$ cat config.mk
export PLATFORM = sky130hd
export DESIGN_NAME = ftg_regs
export DESIGN_NICKNAME = d
export VERILOG_FILES = /design/src/common/ftg_pkg.sv /design/src/rtl/ftg_regs.sv
export VERILOG_INCLUDE_DIRS = /design/src /design/src/common
export SDC_FILE = /design/constraint.sdc
export NUM_CORES = 1
export LEC_CHECK = 0
export BUFFER_PORTS_ARGS = -buffer_cell sky130_fd_sc_hd__buf_2
export CORE_MARGIN = 5
export CORE_UTILIZATION = 56
export CTS_BUF_LIST = sky130_fd_sc_hd__clkbuf_16
export DETAILED_ROUTE_END_ITERATION = 16
export HOLD_SLACK_MARGIN = 0.08
export PLACE_DENSITY_LB_ADDON = 0.1
export SLEW_MARGIN = 20
export SYNTH_ARGS = -nofsm -noshare
export SYNTH_HDL_FRONTEND = slang
export SYNTH_SLANG_ARGS = --single-unit
$ cat constraint.sdc
create_clock -name mclk -period 2.9 [get_ports mclk]
set_input_delay 0.29 -clock mclk [delete_from_list [all_inputs] [get_ports mclk]]
set_output_delay 0.29 -clock mclk [all_outputs]
set_load 0.02 [all_outputs]
$ cat src/common/ftg_params.svh
`ifndef FTG_PARAMS_SVH
`define FTG_PARAMS_SVH

// ----------------------------------------
// Register offsets (word addresses)
// ----------------------------------------
`define FTG_ADDR_LOW_WORD 8'h00
`define FTG_ADDR_HIGH_WORD 8'h01
`define FTG_ADDR_PULL_RANGE 8'h02

// ----------------------------------------
// Field positions and widths
// ----------------------------------------
`define FTG_WORD_W 26
`define FTG_LOW_W 16
`define FTG_HIGH_W 10
`define FTG_GATE_BIT 10
`define FTG_RANGE_W 4

// ----------------------------------------
// Reset values
// ----------------------------------------
`define FTG_LOW_RESET 16'h0000
`define FTG_HIGH_RESET 10'h000
`define FTG_GATE_RESET 1'b0
`define FTG_RANGE_RESET 4'h0

`endif

$ cat src/common/ftg_pkg.sv
package ftg_pkg;

	// Source of the output enable decision
	typedef enum logic {
		FTG_OE_HW,
		FTG_OE_SW
	} ftg_oe_src_t;

	typedef logic [15:0] ftg_reg_t;

endpackage

$ cat src/rtl/ftg_regs.sv
`timescale 1ns/1ns
`include "ftg_params.svh"

module ftg_regs #(
	parameter int WORD_W = `FTG_WORD_W
) (
	input wire logic mclk,
	input wire logic rst,
	input wire logic wr_en,
	input wire logic rd_en,
	input wire logic [7:0] addr,
	input wire logic [15:0] wdata,
	input wire logic sw_oe_mode,
	input wire logic oe_pin,
	output logic [15:0] rdata,
	output logic rvalid,
	output logic signed [WORD_W-1:0] pull_setting_word,
	output logic word_update,
	output logic [3:0] pull_range,
	output logic out_enable
);

	// ----------------------------------------
	// Decode and packing helpers
	// ----------------------------------------
	// Word address match, shared by the write strobes and the read mux
	function automatic logic addr_hit(
		input logic [7:0] a,
		input logic [7:0] target
	);
		return a == target;
	endfunction

	// High-word read image; unused top bits are tied low in this one place
	function automatic logic [15:0] high_image(
		input logic gate,
		input logic [`FTG_HIGH_W-1:0] field
	);
		return {5'h00, gate, field};
	endfunction

	// Pull-range read image; only the four code bits exist
	function automatic logic [15:0] range_image(
		input logic [`FTG_RANGE_W-1:0] code
	);
		return {12'h000, code};
	endfunction

	// Offset word from its two halves; the cast pins the width to the port
	function automatic logic signed [WORD_W-1:0] join_word(
		input logic [`FTG_HIGH_W-1:0] hi,
		input logic [`FTG_LOW_W-1:0] lo
	);
		return WORD_W'({hi, lo});
	endfunction

	// ----------------------------------------
	// Pin synchronisers
	// ----------------------------------------
	logic [1:0] oe_pin_sync;
	logic [1:0] mode_sync;

	// Two flops each; only the second stage is read
	always_ff @(posedge mclk or posedge rst) begin
		if (rst) begin
			oe_pin_sync <= 2'b00;
			mode_sync <= 2'b00;
		end else begin
			oe_pin_sync <= {oe_pin_sync[0], oe_pin};
			mode_sync <= {mode_sync[0], sw_oe_mode};
		end
	end

	// Enable source follows the synchronised mode pin only
	ftg_pkg::ftg_oe_src_t oe_src;
	logic sw_ctrl;
	assign oe_src = mode_sync[1] ? ftg_pkg::FTG_OE_SW : ftg_pkg::FTG_OE_HW;
	assign sw_ctrl = (oe_src == ftg_pkg::FTG_OE_SW);

	// ----------------------------------------
	// Register storage
	// ----------------------------------------
	logic [`FTG_LOW_W-1:0] low_word;
	logic [`FTG_HIGH_W-1:0] high_word;
	logic out_gate;
	logic wr_low;
	logic wr_high;
	logic wr_range;

	// Write strobes per register; unmapped addresses match none of them
	assign wr_low = wr_en && addr_hit(addr, `FTG_ADDR_LOW_WORD);
	assign wr_high = wr_en && addr_hit(addr, `FTG_ADDR_HIGH_WORD);
	assign wr_range = wr_en && addr_hit(addr, `FTG_ADDR_PULL_RANGE);

	// Low word is only staged; it has no effect on the output by itself
	always_ff @(posedge mclk or posedge rst) begin
		if (rst) begin
			low_word <= `FTG_LOW_RESET;
		end else if (wr_low) begin
			low_word <= wdata[`FTG_LOW_W-1:0];
		end
	end

	// High word; bits 15:11 are not stored, so writes there vanish
	always_ff @(posedge mclk or posedge rst) begin
		if (rst) begin
			high_word <= `FTG_HIGH_RESET;
		end else if (wr_high) begin
			high_word <= wdata[`FTG_HIGH_W-1:0];
		end
	end

	// Gate bit only takes writes while enable is under software control
	always_ff @(posedge mclk or posedge rst) begin
		if (rst) begin
			out_gate <= `FTG_GATE_RESET;
		end else if (wr_high && sw_ctrl) begin
			out_gate <= wdata[`FTG_GATE_BIT];
		end
	end

	// Pull range scales the word; real range table lives in the analog trim
	always_ff @(posedge mclk or posedge rst) begin
		if (rst) begin
			pull_range <= `FTG_RANGE_RESET;
		end else if (wr_range) begin
			pull_range <= wdata[`FTG_RANGE_W-1:0];
		end
	end

	// ----------------------------------------
	// Commit of the offset word
	// ----------------------------------------
	// Next committed word: staged low half joined to the high half on the bus
	logic signed [WORD_W-1:0] next_pull_setting_word;

	always_comb begin
		next_pull_setting_word = pull_setting_word;
		if (wr_high) begin
			next_pull_setting_word = join_word(wdata[`FTG_HIGH_W-1:0], low_word);
		end
	end

	// Both halves land on one edge, so the tuner never sees a half-updated word
	always_ff @(posedge mclk or posedge rst) begin
		if (rst) begin
			pull_setting_word <= '0;
		end else begin
			// Signed; full scale maps to the range end linearly
			pull_setting_word <= next_pull_setting_word;
		end
	end

	// Commit strobe; a low-word write alone never raises it
	always_ff @(posedge mclk or posedge rst) begin
		if (rst) begin
			word_update <= 1'b0;
		end else begin
			word_update <= wr_high;
		end
	end

	// ----------------------------------------
	// Output driver gate
	// ----------------------------------------
	// Registered, so the driver sees a gate write one cycle after the bit lands
	always_ff @(posedge mclk or posedge rst) begin
		if (rst) begin
			out_enable <= 1'b0;
		end else if (sw_ctrl) begin
			out_enable <= out_gate;
		end else begin
			out_enable <= oe_pin_sync[1];
		end
	end

	// ----------------------------------------
	// Read path
	// ----------------------------------------
	// Read mux; unmapped addresses read zero
	logic [15:0] next_rdata;

	always_comb begin
		next_rdata = 16'h0000;
		if (addr_hit(addr, `FTG_ADDR_LOW_WORD)) begin
			next_rdata = low_word;
		end else if (addr_hit(addr, `FTG_ADDR_HIGH_WORD)) begin
			next_rdata = high_image(out_gate, high_word);
		end else if (addr_hit(addr, `FTG_ADDR_PULL_RANGE)) begin
			next_rdata = range_image(pull_range);
		end
	end

	// Held until the next read, so a slow host may pick it up late
	always_ff @(posedge mclk or posedge rst) begin
		if (rst) begin
			rdata <= 16'h0000;
		end else if (rd_en) begin
			rdata <= next_rdata;
		end
	end

	// Read strobe echo, one cycle wide
	always_ff @(posedge mclk or posedge rst) begin
		if (rst) begin
			rvalid <= 1'b0;
		end else begin
			rvalid <= rd_en;
		end
	end

endmodule // ftg_regs

==> metrics.md, run 1 <==
| Metric | Value |
|---|---|
| Status | complete, no violations |
| Drt pass-1 iters | 4 |
| Commonest cells post-synth | 70 x dfrtp_1, 29 x mux2_4, 26 x mux2_2, 18 x inv_1, 16 x o22ai_1 |
| CTS clk-pin slew, worst paths | 0.06 ns |
| Nets | 316 |
| Vias in the first global route | 1949 |
| Max cap viols | 0 |
| Synth-to-layout area growth | 25.7% |
| Number of remaining DRC errors | 0 |
| Final number of setup-violating endpoints | 0 |
| Register area share after synthesis | 60.0% |
| Synthesized flop and latch total | 70 |
| Top-level I/O count | 79 |
| Slew headroom | 53.3% |
| P_int | 1.71 mW |
| Final wirelength | 6000 µm |
| Switching share of power | 21.9% |
| Fmax achieved | 0.540 GHz |
| Mapped Avg Cell Area | 14.7 µm² |
| Total number of vias | 1875 |
| Mapped Cells | 199 |
| Diodes inserted | 0 |
| Die W | 82.2 µm |
| Worst-Margin Slew | 0.699 ns |
| Clock power frac | 47.1% |
| Synth top area share | 60.0% |
| I/O Buffers | 78 |
| Total power | 2.19 mW |
| Initial DRC Count | 49 |
| Psw | 0.480 mW |
| Comb power frac | 6.3% |
| CP Launch Type | input port |
| Synth area leaders | dfrtp_1 60%, mux2_4 15%, mux2_2 10% |
| Unrepaired setup endpoints after global routing | no |
| Flop2flop setup slack | 1.82 ns |
| Initial antenna violation count | 0 |
| DP HPWL | 4080 µm |
| Largest net degree at the start of global routing | 35 |
| Flop pwr share | 46.6% |
| Initial Util | 57.6% |
| Share of cells above drive strength 1 | 52.4% |
| Layout Skew | 0.00381 ns |
| CTS buffer count | 9 |
| CTS max path bufs | 2 |
| DR WL/cell | 16.7 µm |
| Clk sinks | 70 |
| DR vias/cell | 5.21 |
| Tcrit/Tclk final | 63.9% |
| Clk_lat worst skew | 0.33 ns |
| Critical path type | in2reg |
| Final-report hold violation count | 0 |
| CP max FO | 18 |
| Worst Setup End Kind | flop |
| Count leader, synth | dfrtp_1 |
| GPL Wtd Cong | 0.776 |
| Synth warn | 0 |
| DIE HEIGHT | 82.2 µm |
| First-pass GRT wire length | 9870 µm |
| Core Area | 0.00507 mm² |
| PD cells | 598 mW/mm² |
| Final Max Tran Viols | 0 |
| Detail Route Antenna Nets | 0 |
| Fin Setup TNS | 0 ns |
| Top cell type by total area after synthesis | dfrtp_1 |
| Final Critical Period | 1.85 ns |
| GR Overflow Total | 0 |
| Number of synthesized flops with an enable pin | 0 |
| TritonCTS clock tree | built |
| Die ar. | 0.00676 mm² |
| Most used flip-flop cell after synthesis | dfrtp_1 |
| Async S/R FF share, synth | 100% |
| Row Count | 26 |
| Total GRT Usage | 20.2% |
| Hold WC Path Type | in2async |
| Worst Hold Margin | 0.0698 ns |
| Worst endpoint required time | 3.11 ns |
| Clock root cell | clkbuf_16 |
| H-tree levels | 3 |
| Leak pwr | 2.01 nW |
| Synthesized area | 0.00292 mm² |
| Peak supply drop | 337 µV |
| Netlist cell types | 22 |
| Syn_nets | 229 |
| Worst Path Arrival | 2.06 ns |
-- critical path, cell delays in order --
cell and delay [ns]:
buf_2 0.11, nor4_4 0.49, nand4_4 0.47, buf_4 0.38
mux2_4 0.31
-- cells by family (layout without fill, tap and decap cells) --
family	Yosys count	in the layout	share of synthesized area, %
buffers and inverters	25	116	4.03
AOI/OAI and AO/OA	20	20	4.63
muxes	59	59	26.3
DFF	70	70	60.0
and+or+nand+nor	25	25	5.10
-- per-layer routing --
layer  GRT usage (%)  up-vias  wire [µm]
met3            5.31        8        405
met4            8.47        0         85
met5               0        -          0
met1            28.6      920       2800
li1                -      876          -
met2            29.4       71       2710
-- final timing paths --
| kind | from | end | cells after the start |
|---|---|---|---|
| min in group mclk | wdata[12] | low_word[12]$_DFFE_PP0P_ | 2 |
| setup / recovery | addr[5] | high_word[1]$_DFFE_PP0P_ | 5 |
| setup reg to reg | mode_sync[1]$_DFF_PP0_ | out_gate$_DFFE_PP0P_ | 3 |
| hold reg to reg | oe_pin_sync[0]$_DFF_PP0_ | oe_pin_sync[1]$_DFF_PP0_ | 0 |
| max in group asynchronous | rst | pull_setting_word[1]$_DFFE_PP0P_ | 3 |
| hold / removal | rst | low_word[11]$_DFFE_PP0P_ | 2 |
-- registers in the layout (all words and copies together) (netlist names) --
| name | flops |
|---|---|
| high_word | 10 |
| low_word | 16 |
| mode_sync | 2 |
| oe_pin_sync | 2 |
| out_enable | 1 |
| out_gate | 1 |
| pull_range | 4 |
| pull_setting_word | 16 |
| rdata | 16 |
| rvalid | 1 |
| word_update | 1 |
-- timing repair --
action,in CTS,in global routing
hold buffers,2,0
hold endpoints to repair,2,0
setup buffers,0,0
resized for setup,0,0
-- power groups by stage --
| stage | Combinational [mW] | Sequential (mW) | Clock (mW) |
|---|---|---|---|
| 2_1_floorplan | 0.0680 | 1.05 | 0 |
| 3_3_place_gp | 0.137 | 1.04 | 0 |
| 3_5_place_dp | 0.139 | 1.04 | 0 |
| 4_1_cts | 0.142 | 1.02 | 1.05 |
| 5_1_grt | 0.153 | 1.02 | 1.09 |
| 6_report | 0.139 | 1.02 | 1.03 |
-- final cells by class --
| cell class | instances | area, µm² |
|---|---|---|
| clock inverter | 6 | 53.8 |
| inverter | 18 | 67.6 |
| sequential | 70 | 1750 |
| tap | 70 | 87.6 |
| timing repair buffer | 83 | 433 |
| clock buffer | 9 | 225 |
| fill | 361 | 1400 |
| multi-input combinational | 104 | 1050 |
-- cell usage in the layout (no fill, tap or decap), types with 4 or more instances in the layout --
cell / Yosys / layout
clkbuf_16: 0 / 9
buf_2: 1 / 78
mux2_4: 29 / 29
dfrtp_1: 70 / 70
a2bb2oi_1: 4 / 4
o22ai_1: 16 / 16
mux2i_1: 4 / 4
nand2_1: 14 / 14
mux2_2: 26 / 26
inv_1: 18 / 17
-- through the flow --
step / util [%] / worst slack, ns / instances / area, µm²
after floorplan: - / 0.842 / 199 / 2920
after CTS: 72.3 / 1.05 / 360 / 3670
after detailed placement: 66.4 / 0.699 / 343 / 3370
after global placement: 66.4 / 0.722 / 343 / 3370
after global routing: 72.3 / 0.938 / 360 / 3670
final: 72.3 / 1.05 / 360 / 3670
Power figures use the tool's default switching activity.
==> inputs of run 2 (changes only) <==
--- a/config.mk
+++ b/config.mk
@@ -8,7 +8,7 @@
 export LEC_CHECK = 0
 export BUFFER_PORTS_ARGS = -buffer_cell sky130_fd_sc_hd__buf_2
 export CORE_MARGIN = 5
-export CORE_UTILIZATION = 56
+export CORE_UTILIZATION = 52
 export CTS_BUF_LIST = sky130_fd_sc_hd__clkbuf_16
 export DETAILED_ROUTE_END_ITERATION = 16
 export HOLD_SLACK_MARGIN = 0.08
==> constraint.sdc (replaced) <==
create_clock -name mclk -period 1.9 [get_ports mclk]
set_input_delay 0.19 -clock mclk [delete_from_list [all_inputs] [get_ports mclk]]
set_output_delay 0.19 -clock mclk [all_outputs]
set_load 0.02 [all_outputs]
==> run 2 against run 1 <==
Against the previous run:
- clock power is 96% higher
- routed wire length is 1.3% higher
- sequential power is 53% higher
- combinational power is 59% higher
- sequential share of layout area is 1.9 points lower
- utilization is 2.4 points lower
- largest cell class unchanged
- highest routed layer unchanged
==> metrics.md, run 2 (synthesis results as in run 1) <==
| Metric | Value |
|---|---|
| Layout Skew | 0.00275 ns |
| Grt peak-use layer | met2 |
| Met3 Usage GRT | 4.08% |
| Initial Util | 53.4% |
| Die W | 85.0 µm |
| CTS buffer count | 9 |
| Synth-to-layout area growth | 31.0% |
| Final Critical Period | 1.24 ns |
| Tcrit/Tclk final | 65.5% |
| Total number of vias | 1905 |
| WP buf/inv | 2 |
| Core Area | 0.00547 mm² |
| DP HPWL | 4210 µm |
| Critical path cell sequence | buf_2 > buf_4 > nor2b_1 > nand4_1 > mux2_2 |
| CP Launch Type | input port |
| DIE HEIGHT | 85.0 µm |
| Clk_lat worst skew | 0.32 ns |
| Total GRT Usage | 18.1% |
| Post-cts sizing count | 0 |
| Fmax achieved | 0.804 GHz |
| Unrepaired setup endpoints after global routing | no |
| Max cap viols | 0 |
| Placed cells | 351 |
| CTS clk-pin slew, worst paths | 0.05 ns |
| Die ar. | 0.00722 mm² |
| Worst endpoint required time | 2.11 ns |
| Most common cell after layout, fill and taps aside | buf_2 |
| Final std cells w/o fill | 370 |
| Initial antenna violation count | 0 |
| Nets | 323 |
| H-tree levels | 3 |
| Row Count | 27 |
| Slowest-stage cell, CP | mux2_2 |
| Met2 usage | 29.4% |
| Vias in the first global route | 2041 |
| Hold WC Path Type | in2reg |
| Slew headroom | 70.9% |
| Status | complete, no violations |
| Share of cells above drive strength 1 | 54.0% |
| Peak supply drop | 542 µV |
| TritonCTS clock tree | built |
| Drt pass-1 iters | 4 |
| Clock root cell | clkbuf_16 |
| GPL Wtd Cong | 0.755 |
| M1 GR Usage | 22.5% |
| Diodes inserted | 0 |
| GR Overflow Total | 0 |
| CP max FO | 14 |
| Number of remaining DRC errors | 0 |
| Top-level I/O count | 79 |
| PD cells | 992 mW/mm² |
| Total power | 3.80 mW |
| DR WL/cell | 16.4 µm |
| CP delay by family, top | simple AND/OR/NAND/NOR gates |
| I/O Buffers | 78 |
| Final wirelength | 6080 µm |
| Leak pwr | 2.08 nW |
| Clk sinks | 70 |
| CTS max path bufs | 2 |
| First-pass GRT wire length | 10100 µm |
| Final number of setup-violating endpoints | 0 |
| Fin Setup TNS | 0 ns |
| Worst Path Arrival | 1.45 ns |
| Initial DRC Count | 62 |
| Final Max Tran Viols | 0 |
| Final-report hold violation count | 0 |
| Worst-Margin Slew | 0.432 ns |
| Commonest non-fill, non-tap cells in the layout | 78 x buf_2, 70 x dfrtp_1, 29 x mux2_4, 26 x mux2_2, 17 x inv_1 |
| CTS Hold Bufs | 3 |
| Largest net degree at the start of global routing | 71 |
| Delay of the slowest critical-path stage | 0.36 ns |
| Detail Route Antenna Nets | 0 |
| Worst Setup End Kind | flop |
| Critical path type | in2reg |
| Largest registers | low_word x16, pull_setting_word x16, rdata x16 |
| DR vias/cell | 5.15 |
| Setup bufs post-CTS | 0 |
==> run 2: path summary, 6_finish.rpt <==
check | start | to | slack [ns] | cells after the start
min | wdata[15] | low_word[15]$_DFFE_PP0P_ | 0.1 | 2
max | addr[0] | pull_range[2]$_DFFE_PP0P_ | 0.66 | 5
max reg2reg | mode_sync[1]$_DFF_PP0_ | out_gate$_DFFE_PP0P_ | 0.81 | 3
min reg2reg | oe_pin_sync[0]$_DFF_PP0_ | oe_pin_sync[1]$_DFF_PP0_ | 0.35 | 0
max in group asynchronous | rst | rdata[6]$_DFFE_PP0P_ | 1.11 | 4
min in group asynchronous | rst | pull_setting_word[6]$_DFFE_PP0P_ | 0.50 | 4
==> run 2: worst reg2reg max path, delay by kind of cell, from the launching register on <==
family	cells	cell delay, ns
flip-flops	1	0.38
multiplexers	1	0.32
AND/OR/NAND/NOR	2	0.28
==> run 2: metrics by stage <==
| stage | worst slack, ns | util, % | hold slack (ns) | area (µm²) |
|---|---|---|---|---|
| final | 0.656 | 69.9 | 0.0975 | 3830 |
| after global routing | 0.544 | 69.9 | 0.0877 | 3830 |
| after CTS | 0.650 | 69.9 | 0.0886 | 3830 |
| after detailed placement | 0.277 | 62.8 | 0.303 | 3440 |
| after global placement | 0.313 | 62.8 | 0.298 | 3440 |
| after floorplan | 0.408 | - | 0.221 | 2930 |
==> run 2: layer usage <==
metal  up-vias  share of wire, %
met5         -                 0
met4         0               2.2
met3        11               5.5
met2        52                49
met1       951                43
li1        891                 -
==> run 2: layout make-up <==
type	count	area, µm²
timing repair buffer	90	500
clock inverter	7	136
sequential	70	1750
multi-input combinational	104	1050
clock buffer	9	225
fill	403	1650
tap	72	90.1
inverter	18	71.3
==> run 2: power by group <==
group / total [mW] / internal, mW / switching, mW
Sequential: 1.56 / 1.53 / 0.0275
Clock: 2.02 / 1.41 / 0.612
Combinational: 0.221 / 0.102 / 0.119
